$ cat config.mk
export PLATFORM = sky130hd
export DESIGN_NAME = twd_core
export DESIGN_NICKNAME = d
export VERILOG_FILES = /design/src/core/twd_pkg.sv /design/src/core/twd_pos_calc.sv /design/src/core/twd_core.sv
export SDC_FILE = /design/constraint.sdc
export NUM_CORES = 1
export LEC_CHECK = 0
export BUFFER_PORTS_ARGS = -buffer_cell sky130_fd_sc_hd__buf_2
export CORE_UTILIZATION = 59
export CTS_CLUSTER_DIAMETER = 80
export CTS_CLUSTER_SIZE = 25
export DETAILED_ROUTE_END_ITERATION = 6
export PLACE_DENSITY = 0.73
export RECOVER_POWER = 50
export SLEW_MARGIN = 20
export SYNTH_ARGS = -nofsm -noshare
export SYNTH_HDL_FRONTEND = slang
export SYNTH_SLANG_ARGS = --single-unit
$ cat constraint.sdc
create_clock -name clk -period 82 [get_ports clk]
set_clock_uncertainty 0.2 [all_clocks]
set_input_delay 16.4 -clock clk [delete_from_list [all_inputs] [get_ports clk]]
set_output_delay 16.4 -clock clk [all_outputs]
set_load 0.1 [all_outputs]
$ cat src/core/twd_pkg.sv
// constants shared by the touch wheel detect, position and calibration block
// Functional notes
// - touch flag pin and response bit 7
// - touch flag floats about 400 us after wake
// - detect only one or two unbalanced channels
// - 7-bit position only while touched
// - point three 0/127, one 43, two 85
// - calibrate at power-up or command 0x01
// - commanded calibration: 10 bursts 1 ms apart
// - power-up calibration adds 6 bursts
// - no communication, ready low during calibration
// - error flag is response bit 1
// - error from finger calibrated away, then removed
// - drift compensation only on drift command
// - 500 us settle after wake, none otherwise
// - standard response always, one transfer late
// - 8 bits MSB first, shift fall, sample rise
// - select fall then rise starts one burst
package twd_pkg;
  // ----------------------------------------------------------------
  // timing
  // ----------------------------------------------------------------
  localparam int CLK_MHZ = 250;
  localparam int BURST_GAP_US = 1000;
  localparam int WAKE_FLOAT_US = 400;
  localparam int WAKE_SETTLE_US = 500;
  localparam int BURST_GAP_CYC = BURST_GAP_US * CLK_MHZ;
  localparam int WAKE_FLOAT_CYC = WAKE_FLOAT_US * CLK_MHZ;
  localparam int WAKE_SETTLE_CYC = WAKE_SETTLE_US * CLK_MHZ;
  localparam int TMR_W = 20;
  // ----------------------------------------------------------------
  // calibration
  // ----------------------------------------------------------------
  localparam int CAL_W = 5;
  localparam logic [CAL_W-1:0] CAL_BURSTS = 5'h0a;
  localparam logic [CAL_W-1:0] PWRUP_EXTRA_BURSTS = 5'h06;
  // ----------------------------------------------------------------
  // serial frame and commands
  // ----------------------------------------------------------------
  localparam logic [3:0] FRAME_BITS = 4'h8;
  localparam logic [7:0] CMD_CAL = 8'h01;
  localparam logic [7:0] CMD_DRIFT = 8'h03;
  localparam logic [7:0] CMD_ERROR = 8'h04;
  localparam int RSP_TOUCH_BIT = 7;
  localparam int RSP_ERROR_BIT = 1;
  // ----------------------------------------------------------------
  // position encoding
  // ----------------------------------------------------------------
  localparam logic [6:0] POS_PT3_LO = 7'h00;
  localparam logic [6:0] POS_PT1 = 7'h2b;
  localparam logic [6:0] POS_PT2 = 7'h55;
  localparam logic [6:0] POS_PT3_HI = 7'h7f;
endpackage

$ cat src/core/twd_pos_calc.sv
// position interpolation between the two strongest sense points
`timescale 1ns/1ps
module twd_pos_calc #(
  parameter int CW = 12
) (
  // clock and reset
  input wire logic clk,
  input wire logic srst,
  // channel magnitudes and control
  input wire logic [CW-1:0] mag_one,
  input wire logic [CW-1:0] mag_two,
  input wire logic [CW-1:0] mag_three,
  input wire logic load,
  input wire logic valid,
  input wire logic clr,
  // result
  output logic [6:0] pos
);
  typedef struct packed {
    logic [6:0] pos;
  } twd_calc_s;

  twd_calc_s s_r, s_nxt;
  logic [CW-1:0] ma, mb;
  logic [6:0] base, span;
  logic [CW:0] den;
  logic [CW+6:0] num, quo;

  always_comb begin
    // the weakest channel is the far point; interpolate between the other two
    if (mag_three <= mag_one && mag_three <= mag_two) begin
      ma = mag_one;
      mb = mag_two;
      base = twd_pkg::POS_PT1;
      span = twd_pkg::POS_PT2 - twd_pkg::POS_PT1;
    end else if (mag_one <= mag_two) begin
      ma = mag_two;
      mb = mag_three;
      base = twd_pkg::POS_PT2;
      span = twd_pkg::POS_PT3_HI - twd_pkg::POS_PT2;
    end else begin
      ma = mag_three;
      mb = mag_one;
      base = twd_pkg::POS_PT3_LO;
      span = twd_pkg::POS_PT1 - twd_pkg::POS_PT3_LO;
    end
    den = {1'b0, ma} + {1'b0, mb};
    num = {7'h00, mb} * {{CW{1'b0}}, span};
    quo = (den == '0) ? '0 : num / {6'h00, den};
    s_nxt = s_r;
    if (clr) begin
      s_nxt.pos = 7'h00;
    end else if (load) begin
      s_nxt.pos = valid ? base + quo[6:0] : 7'h00;
    end
  end

  always_ff @(posedge clk) begin
    if (srst) begin
      s_r <= '0;
    end else begin
      s_r <= s_nxt;
    end
  end

  assign pos = s_r.pos;
endmodule // twd_pos_calc

$ cat src/core/twd_core.sv
// burst sequencing, calibration, detection and serial response of the wheel sensor
`timescale 1ns/1ps
module twd_core #(
  parameter int CW = 12,
  parameter int TOUCH_THR = 16,
  parameter int BURST_GAP_CYC = twd_pkg::BURST_GAP_CYC,
  parameter int WAKE_FLOAT_CYC = twd_pkg::WAKE_FLOAT_CYC,
  parameter int WAKE_SETTLE_CYC = twd_pkg::WAKE_SETTLE_CYC
) (
  // clock and reset
  input wire logic clk,
  input wire logic srst,
  // serial pins from the host
  input wire logic ss_n,
  input wire logic sclk,
  input wire logic mosi,
  output logic miso,
  output logic miso_oe_n,
  // status pins
  output logic detect,
  output logic detect_oe_n,
  output logic host_may_talk_out,
  output logic host_may_talk_oe_n,
  // acquisition front end
  output logic burst_start,
  input wire logic burst_done,
  input wire logic [CW-1:0] sense_point_one,
  input wire logic [CW-1:0] sense_point_two,
  input wire logic [CW-1:0] sense_point_three,
  // position result
  output logic [6:0] position
);
  // ----------------------------------------------------------------
  // parameter checks
  // ----------------------------------------------------------------
  localparam int TW = twd_pkg::TMR_W;
  if (CW < 2 || CW > 24 || TOUCH_THR < 1 || TOUCH_THR >= 2 ** CW) begin : g_bad_cw
    $error("twd_core: count width or threshold out of range");
  end
  if (BURST_GAP_CYC < 1 || BURST_GAP_CYC >= 2 ** TW || WAKE_FLOAT_CYC < 1 ||
      WAKE_FLOAT_CYC >= 2 ** TW || WAKE_SETTLE_CYC < 1 ||
      WAKE_SETTLE_CYC >= 2 ** TW) begin : g_bad_tmr
    $error("twd_core: timer count out of range");
  end
  localparam logic [TW-1:0] GAP_T = TW'(BURST_GAP_CYC - 1);
  localparam logic [TW-1:0] FLOAT_T = TW'(WAKE_FLOAT_CYC - 1);
  localparam logic [TW-1:0] SETTLE_T = TW'(WAKE_SETTLE_CYC - 1);
  localparam logic [CW:0] THR = (CW + 1)'(TOUCH_THR);

  // ----------------------------------------------------------------
  // state
  // ----------------------------------------------------------------
  typedef enum logic [2:0] {
    ST_CAL_GAP,
    ST_BURST,
    ST_IDLE,
    ST_SLEEP,
    ST_WAKE,
    ST_SETTLE
  } twd_st_e;

  typedef struct packed {
    logic ss_m, ss_s, ss_d;
    logic sclk_m, sclk_s, sclk_d;
    logic mosi_m, mosi_s;
    twd_st_e st;
    logic [TW-1:0] tmr;
    logic [twd_pkg::CAL_W-1:0] cal_left;
    logic cal_active;
    logic in_frame;
    logic [3:0] bits;
    logic [7:0] rx;
    logic [7:0] tx;
    logic [2:0][CW-1:0] cnt;
    logic [2:0][CW-1:0] refc;
    logic eval;
    logic detect;
    logic err;
    logic burst_start;
    logic talk;
    logic float_out;
    logic miso_oe_n;
  } twd_state_s;

  twd_state_s s_r, s_nxt;

  // ----------------------------------------------------------------
  // per-channel balance against the calibrated reference
  // ----------------------------------------------------------------
  logic [2:0][CW-1:0] mag, drift_ref;
  logic [2:0] over, neg;
  for (genvar i = 0; i < 3; i++) begin : g_ch
    logic [CW:0] dlt;
    assign dlt = {1'b0, s_r.cnt[i]} - {1'b0, s_r.refc[i]};
    assign neg[i] = dlt[CW];
    assign mag[i] = neg[i] ? CW'(-dlt) : dlt[CW-1:0];
    assign over[i] = {1'b0, mag[i]} >= THR;
    // one count per command toward the latest reading
    assign drift_ref[i] = (s_r.cnt[i] > s_r.refc[i]) ? s_r.refc[i] + 1'b1 :
                          (s_r.cnt[i] < s_r.refc[i]) ? s_r.refc[i] - 1'b1 : s_r.refc[i];
  end

  logic touch_now, cal_start;
  logic [1:0] n_over;
  logic [7:0] rsp;
  logic sclk_rise, sclk_fall, ss_fall, ss_rise;

  always_comb begin
    n_over = 2'({1'b0, over[0]} + {1'b0, over[1]} + {1'b0, over[2]});
    touch_now = (n_over == 2'h1) || (n_over == 2'h2);
    rsp = 8'h00;
    rsp[twd_pkg::RSP_TOUCH_BIT] = s_r.detect;
    rsp[twd_pkg::RSP_ERROR_BIT] = s_r.err;
    sclk_rise = s_r.sclk_s & ~s_r.sclk_d;
    sclk_fall = ~s_r.sclk_s & s_r.sclk_d;
    ss_fall = ~s_r.ss_s & s_r.ss_d;
    ss_rise = s_r.ss_s & ~s_r.ss_d;
    cal_start = 1'b0;
    s_nxt = s_r;
    s_nxt.burst_start = 1'b0;
    s_nxt.eval = 1'b0;
    // pins cross into this clock through two flops before use
    s_nxt.ss_m = ss_n;
    s_nxt.ss_s = s_r.ss_m;
    s_nxt.ss_d = s_r.ss_s;
    s_nxt.sclk_m = sclk;
    s_nxt.sclk_s = s_r.sclk_m;
    s_nxt.sclk_d = s_r.sclk_s;
    s_nxt.mosi_m = mosi;
    s_nxt.mosi_s = s_r.mosi_m;
    if (s_r.tmr != '0) begin
      s_nxt.tmr = s_r.tmr - 1'b1;
    end

    // serial shifter; ignored entirely while calibrating
    if (!s_r.cal_active) begin
      if (ss_fall) begin
        s_nxt.tx = rsp;
        s_nxt.bits = 4'h0;
        s_nxt.in_frame = 1'b1;
      end else if (s_r.in_frame && !s_r.ss_s) begin
        if (sclk_rise && s_r.bits != twd_pkg::FRAME_BITS) begin
          s_nxt.rx = {s_r.rx[6:0], s_r.mosi_s};
          s_nxt.bits = s_r.bits + 1'b1;
        end
        // the first fall only opens the frame; bit 7 must stand until the first rise
        if (sclk_fall && s_r.bits != 4'h0) begin
          s_nxt.tx = {s_r.tx[6:0], 1'b0};
        end
      end
    end

    case (s_r.st)
      ST_CAL_GAP: begin
        if (s_r.tmr == '0) begin
          s_nxt.burst_start = 1'b1;
          s_nxt.st = ST_BURST;
        end
      end
      ST_BURST: begin
        if (burst_done) begin
          s_nxt.cnt = {sense_point_three, sense_point_two, sense_point_one};
          if (s_r.cal_active) begin
            s_nxt.refc = {sense_point_three, sense_point_two, sense_point_one};
            s_nxt.cal_left = s_r.cal_left - 1'b1;
            if (s_r.cal_left == 5'h01) begin
              s_nxt.cal_active = 1'b0;
              s_nxt.err = 1'b0;
              s_nxt.st = ST_IDLE;
            end else begin
              s_nxt.tmr = GAP_T;
              s_nxt.st = ST_CAL_GAP;
            end
          end else begin
            s_nxt.eval = 1'b1;
            s_nxt.st = ST_IDLE;
          end
        end
      end
      ST_IDLE: begin
        if (ss_fall) begin
          s_nxt.st = ST_SLEEP;
        end
      end
      ST_SLEEP: begin
        if (ss_rise) begin
          s_nxt.in_frame = 1'b0;
          if (s_r.in_frame && s_r.bits == twd_pkg::FRAME_BITS &&
              s_r.rx == twd_pkg::CMD_CAL) begin
            cal_start = 1'b1;
          end else begin
            if (s_r.in_frame && s_r.bits == twd_pkg::FRAME_BITS &&
                s_r.rx == twd_pkg::CMD_DRIFT) begin
              s_nxt.refc = drift_ref;
            end
            s_nxt.tmr = FLOAT_T;
            s_nxt.st = ST_WAKE;
          end
        end
      end
      ST_WAKE: begin
        if (s_r.tmr == '0) begin
          s_nxt.tmr = SETTLE_T;
          s_nxt.st = ST_SETTLE;
        end
      end
      ST_SETTLE: begin
        if (s_r.tmr == '0) begin
          s_nxt.burst_start = 1'b1;
          s_nxt.st = ST_BURST;
        end
      end
      default: begin
        s_nxt.st = ST_IDLE;
      end
    endcase

    if (cal_start) begin
      s_nxt.cal_active = 1'b1;
      s_nxt.cal_left = twd_pkg::CAL_BURSTS;
      s_nxt.tmr = GAP_T;
      s_nxt.st = ST_CAL_GAP;
      s_nxt.detect = 1'b0;
    end

    // detection after each normal burst; an inverted channel means a
    // finger was calibrated away, so flag it but still report
    if (s_r.eval) begin
      s_nxt.detect = touch_now;
      if (touch_now && |(neg & over)) begin
        s_nxt.err = 1'b1;
      end
    end

    s_nxt.float_out = (s_nxt.st == ST_WAKE);
    s_nxt.talk = !s_nxt.cal_active &&
                 (s_nxt.st == ST_IDLE || s_nxt.st == ST_SLEEP);
    s_nxt.miso_oe_n = s_r.ss_s | s_nxt.cal_active;
  end

  always_ff @(posedge clk) begin
    if (srst) begin
      s_r <= '0;
      s_r.ss_m <= 1'b1;
      s_r.ss_s <= 1'b1;
      s_r.ss_d <= 1'b1;
      s_r.sclk_m <= 1'b1;
      s_r.sclk_s <= 1'b1;
      s_r.sclk_d <= 1'b1;
      s_r.st <= ST_CAL_GAP;
      s_r.tmr <= GAP_T;
      s_r.cal_active <= 1'b1;
      s_r.cal_left <= twd_pkg::CAL_BURSTS + twd_pkg::PWRUP_EXTRA_BURSTS;
      s_r.miso_oe_n <= 1'b1;
    end else begin
      s_r <= s_nxt;
    end
  end

  // ----------------------------------------------------------------
  // position and outputs
  // ----------------------------------------------------------------
  twd_pos_calc #(
    .CW(CW)
  ) u_pos (
    .clk(clk),
    .srst(srst),
    .mag_one(mag[0]),
    .mag_two(mag[1]),
    .mag_three(mag[2]),
    .load(s_r.eval),
    .valid(touch_now),
    .clr(cal_start),
    .pos(position)
  );

  assign miso = s_r.tx[7];
  assign miso_oe_n = s_r.miso_oe_n;
  assign detect = s_r.detect;
  assign detect_oe_n = s_r.float_out;
  assign host_may_talk_out = s_r.talk;
  assign host_may_talk_oe_n = s_r.float_out;
  assign burst_start = s_r.burst_start;
endmodule // twd_core

---- Word level (Yosys, flattened, before mapping) ----
Index checks and enable logic that the tools add are counted.
word-level totals
  output and inout bits ................... 14
  logic and storage cells ................. 205
  bits in registers ....................... 144
cells by class
  reductions and logical operators ........ 40
  magnitude comparators ................... 12
  div/mod/pow operators ................... 1
  bitwise operators ....................... 15
  $add $sub $neg .......................... 19
  equal/unequal tests ..................... 23
  multipliers ............................. 1
  muxes and demuxes ....................... 63
operators by type and width
  kind                     count
  $mux W12                 14
  $mux W36                 4
  $pmux W36 S2             1
  $mux W23                 3
  $mux W20                 3
  $pmux W20 S3             1
  $mux W29                 2
  $sub A12 B12 Y13         3
  $mux W37                 1
  $add A12 B1 Y12 const B  3
  $ge A12 B5 Y1 const B    3
  $gt A12 B12 Y1           3
  $le A12 B12 Y1           3
  $lt A12 B12 Y1           3
  $neg A12 Y12             3
  $sub A12 B1 Y12 const B  3
  $mux W7                  5
  $mux W26                 1
  $mux W8                  3
  $mux W21                 1
  $reduce_and A7 Y1        3
  $logic_not A20 Y1        1
  $reduce_bool A20 Y1      1
  $sub A20 B1 Y20 const B  1
  42 further kinds         105

---- Longest topological paths before layout ----
  depth in word-level cells ............... 11
  mapped depth ............................ 256
  mapped depth without buffers ............ 240

---- Modules after synthesis ----
From an unflattened synthesis, not the netlist that was laid out.
unflattened totals
  cell total of the unflattened synthesis .. 3150
  area, all modules ....................... 23500.0 sq um
modules (own cells, without submodules)
  module        area each (sq um)  cells an instance  instances  seq. area each (sq um)
  twd_pos_calc  13101.3            1785               1          140.1
  twd_core      10398.7            1365               1          2722.6

---- Worst setup path before layout ----
OpenSTA, ideal clock, no wires.
  kind .................................... register to register
  start ................................... register s_r[7] (netlist bit)
  end ..................................... register u_pos.s_r, in the netlist u_pos.pos[6]
  buffers on the path ..................... 15
  slack ................................... 34246 ps
  stages on the path, launching flop included .. 238
  setup time .............................. 128 ps
  period minus slack after synthesis ...... 47754 ps
  arrival time ............................ 47426 ps
  path through ............................ dfxtp_1 -> ha_1 -> fa_1 -> nand2b_1 -> a211o_1 -> a2bb2oi_1 -> a31oi_1 -> xnor2_1 -> o41ai_1 -> xnor2_1 -> inv_1 -> ha_1 -> nand4_1 -> nor2_1 -> nand2_1 -> inv_1 -> o2111ai_1 -> nor3b_1 -> (+202 left out) -> o21ai_0 -> nand2b_1 -> a21oi_1 -> nor2b_1 -> a211oi_1 -> a31oi_1 -> ha_1 -> inv_1 -> fa_1 -> nor2b_1 -> o21ai_0 -> nand2b_1 -> a21o_1 -> a21oi_1 -> xor2_1 -> xnor2_1 -> a22oi_1 -> nor2_1
on the way
  word-level cells in the longest chain between the ends .. 11
RTL lines
  item                                                   RTL line                                text
  start: declaration                                     twd_core.sv:85                          twd_state_s s_r, s_nxt;
  start signal: assignment                               twd_core.sv:256                         s_r <= s_nxt;
  $sub A12 B12 Y13 *                                     twd_core.sv:94                          assign dlt = {1'b0, s_r.cnt[i]} - {1'b0, s_r.refc[i]};
  $neg A12 Y12                                           twd_core.sv:96                          assign mag[i] = neg[i] ? CW'(-dlt) : dlt[CW-1:0];
  $mux W12 *                                             twd_core.sv:96
  $le A12 B12 Y1, on equally long branches               twd_pos_calc.sv:36, twd_pos_calc.sv:31
  $mux W12 (tied with other cells)                       twd_pos_calc.sv:36                      end else if (mag_one <= mag_two) begin
  $mux W12 or $mux W7 (tied branches)                    twd_pos_calc.sv:31                      if (mag_three <= mag_one && mag_three <= mag_two) begin
  $mul A12 B7 Y19 or $add A12 B12 Y13 (tied branches)    twd_pos_calc.sv:48, twd_pos_calc.sv:47
  $div A19 B13 Y19 or $logic_not A13 Y1 (tied branches)  twd_pos_calc.sv:49                      quo = (den == '0) ? '0 : num / {6'h00, den};
  $mux W7                                                twd_pos_calc.sv:49
  $add A7 B7 Y7                                          twd_pos_calc.sv:54                      s_nxt.pos = valid ? base + quo[6:0] : 7'h00;
  $mux W7 *                                              twd_pos_calc.sv:54
  end signal: assignment                                 twd_pos_calc.sv:62                      s_r <= s_nxt;
  end: declaration                                       twd_pos_calc.sv:23                      twd_calc_s s_r, s_nxt;
Mark *: on every way between the ends. The rest lies on a longest branch, timed or not.
A chain may end at the register's enable or synchronous reset.

---- Worst setup path in the final report ----
Ends and elaborated chain as after synthesis.

==> reports/metrics.csv <==
stage,metric,value,unit
outcome,status,"finished, violations left",
outcome,violations,"max-capacitance violations, max-slew violations",
floorplan,fp.dieW,198,um
cts,cts-resized-gates,0,
yosys,ys_ff_latch,143,
cts,cts_setup_buffers,0,
cts,clockBufferDepth,2,
global_route,antenna_found_initial,0,
floorplan,initial_core_util,60.1,%
pwr,total_power,151,uW
cells_and_area,finalNetCount,3444,
setup_path,worstPathRequired,82.11,ns
timing,maxSlewViolCount,192,
route,drtAntennaViolNets,0,
yosys,synth_top_cell_by_area,ha_1,
timing,setup_ws,26.52,ns
pwr,irDropWorstVdd,0.0164,mV
global_route,grt_pass1_wl,105000,um
cts,numCtsBuffers,17,
cts,cts-root-buf,clkbuf_16,
global_route,grt-ovfl-total,0,
global_route,busiest_layer,met2,
route,drc,0,
setup_path,path_buf_inv,6,
timing,fin_crit_sh,67.7,%
setup_path,cp_max_fo,39,
cts,cts_sinks,143,
yosys,netlist_instances,3046,
setup_path,slowest_delay,0.97,ns
setup_path,cp-start-kind,flop,
placement,post_dp_cell_area,23300,sq um
timing,relSlewSlack,-143,%
cells_and_area,n_antenna_cell,0,
yosys,synth_top_flop_cell,dfxtp_1,
route,initialDrtViolationCount,1325,
job,max_cap_violations,4,
route,finalWirelength,64600,um
cts,clock_latency,0.45,ns
yosys,syn_nets,3452,
floorplan,core,37700,sq um
cells_and_area,multi_input_area,18800,sq um
cells_and_area,final_area,23900,sq um
yosys,yosys_warnings,0,
route,firstDrtPassIters,5,
yosys,mappedNetlistArea,22600,sq um
floorplan,dieArea,39100,sq um
yosys,synth_area_leaders,"ha_1, dfxtp_1, a21oi_1",
cells_and_area,drive_above_1_share,7.28,%
global_route,grt_pass1_vias,21200,
yosys,ys_seq_area_share,12.6,%
route,vias_per_cell,6.32,
global_route,track_usage,32.9,%
cells_and_area,fin_util,63.4,%
cells_and_area,fillers,3485,
worst_hold_path,min_path_type,reg2reg,
yosys,synth.distinct_cells,110,
timing,final-setup-viol-count,0,
cells_and_area,area_delta_synth_final,5.50,%
setup_path,arrival,55.59,ns
setup_path,criticalPathCategory,reg2reg,
floorplan,dieHeight,198,um
setup_path,cp_common_cell,ha_1,
timing,worst_pin_slew,3.65,ns
pwr,p_per_area,6.32,nW/um^2
timing,period_minus_slack,55.48,ns
global_route,grt_util_met2,56.6,%
setup_path,worst_setup_path_end_kind,flop,
timing,fmax,18.0,MHz
yosys,synthArstFlopShare,0,%
floorplan,rows,71,
timing,finalHoldViolCount,0,
cts,htreeDepth,4,
yosys,synth_top_area_share,18.7,%
global_route,grtUsageMet1,42.0,%
setup_path,path_delay_family,compound AO/OA/AOI/OAI gates,
cts,cts_tree,yes,
cells_and_area,ff_latch_area,2860,sq um
cts,cts_hold_buffers,0,
route,vias,22500,
timing,setup_tns,0,ns
timing,rsz0062_at_grt,false,
global_route,grtUsageMet3,3.59,%
setup_path,slowest_stage,o31ai_2,
global_route,grt_max_degree,80,
yosys,syn_avg_cell_area,7.43,sq um
placement,place.port_buffers,55,
floorplan,io_pins,56,
route,wl_per_cell,18.1,um
placement,gp_congestion,1.04,
pwr,p_leak,10.7,nW
placement,pre_cts_slack,27.35,ns
yosys,synth_edf_count,0,
placement,hpwl,51100,um
cts,clkTransAtPathRegs,0.06,ns
==> report_power, final <==
part	switching, mW	internal (mW)	total [mW]
clock network	0.0340	0.0428	0.0768
logic	0.00284	0.00144	0.00428
registers	0.000186	0.0697	0.0699
total	0.0371	0.114	0.151
==> layout by cell type, fill, tap and decap left out, types with 9 or more instances in the layout <==
cell,n
or3_1,31
nand2b_1,43
mux2_2,45
nor3b_1,9
o31ai_1,29
nand3_1,98
nor3_1,85
nand4_1,17
nor2_1,305
o21bai_1,26
inv_1,171
dfxtp_1,143
o22ai_1,10
a311oi_1,23
o2111ai_1,11
nor2b_1,36
xnor2_1,133
mux2i_1,33
ha_1,339
o21ai_0,151
a211o_1,12
a21o_1,79
xor2_1,65
fa_1,25
or2_2,32
a21boi_0,15
a21oi_1,243
a22oi_1,17
and2_1,19
a31oi_1,28
clkbuf_16,17
and3_1,24
buf_2,51
o21a_1,86
o211ai_1,44
buf_4,9
a211oi_1,31
nand2_1,288
nor4_1,19
==> Yosys cell counts, types with 66 or more instances <==
library cell / number
xnor2_1: 133
a21oi_1: 244
ha_1: 339
o21ai_0: 151
nor2_1: 306
nand2_1: 288
clkbuf_1: 72
a21o_1: 79
nand3_1: 98
xor2_1: 66
o21a_1: 87
inv_1: 171
nor3_1: 85
dfxtp_1: 143
==> cell families after synthesis <==
family	after synthesis	synth area share (%)
compound gates	928	27.7
xor+xnor	199	7.70
mux	81	3.88
buf+inv	267	4.57
simple gates	1061	22.4
flops	143	12.6
fa+ha+maj	367	21.1
==> sequential cells by signal, indices dropped and copies added, names as in the netlist <==
name and cells:
miso_oe_n 1, host_may_talk_out 1, s_nxt 5, detect_oe_n 1, burst_start 1, u_pos.pos 7, s_r 124, miso 1
rsp 1, detect 1
==> through the flow <==
step	hold slack, ns	instances
CTS	0.215	3562
detailed placement	0.199	3530
global route	0.226	3562
finish	0.214	3562
floorplan	0.189	3046
global placement	0.192	3530
==> layout make-up <==
type / count / share of cell area (%)
clock buffer: 18 / 1.80
clock inverter: 14 / 0.634
inverter: 173 / 2.72
multi-input combinational: 2636 / 78.7
sequential: 143 / 12.0
tap: 511 / 2.68
timing repair buffer: 67 / 1.46
==> metal layers <==
metal / wire (um) / vias to the layer above
li1: - / 11200
met1: 28800 / 10500
met2: 30200 / 703
met3: 3340 / 146
met4: 2190 / 0
met5: 0 / -
==> path summary, 6_finish.rpt <==
| path | slack [ns] | to | depth (start not counted) | from |
|---|---|---|---|---|
| min | 0.21 | s_nxt[134] | 1 | s_nxt[135] |
| min reg2reg | 0.21 | s_nxt[134] | 1 | s_nxt[135] |
| max | 26.52 | u_pos.pos[6] | 221 | s_r[7] |
| max reg2reg | 26.52 | u_pos.pos[6] | 221 | s_r[7] |
==> worst reg2reg max path: cells and delay by family, from the launching register on <==
kind / cells / cell delay, ns
DFF: 1 / 0.36
AOI/OAI and AO/OA: 120 / 29.41
xor gates and xnor gates: 3 / 0.64
and+or+nand+nor: 59 / 12.58
muxes: 4 / 1.43
buffers and inverters: 6 / 1.42
adders and majority gates: 29 / 9.36
(Power assumes the default switching activity.)
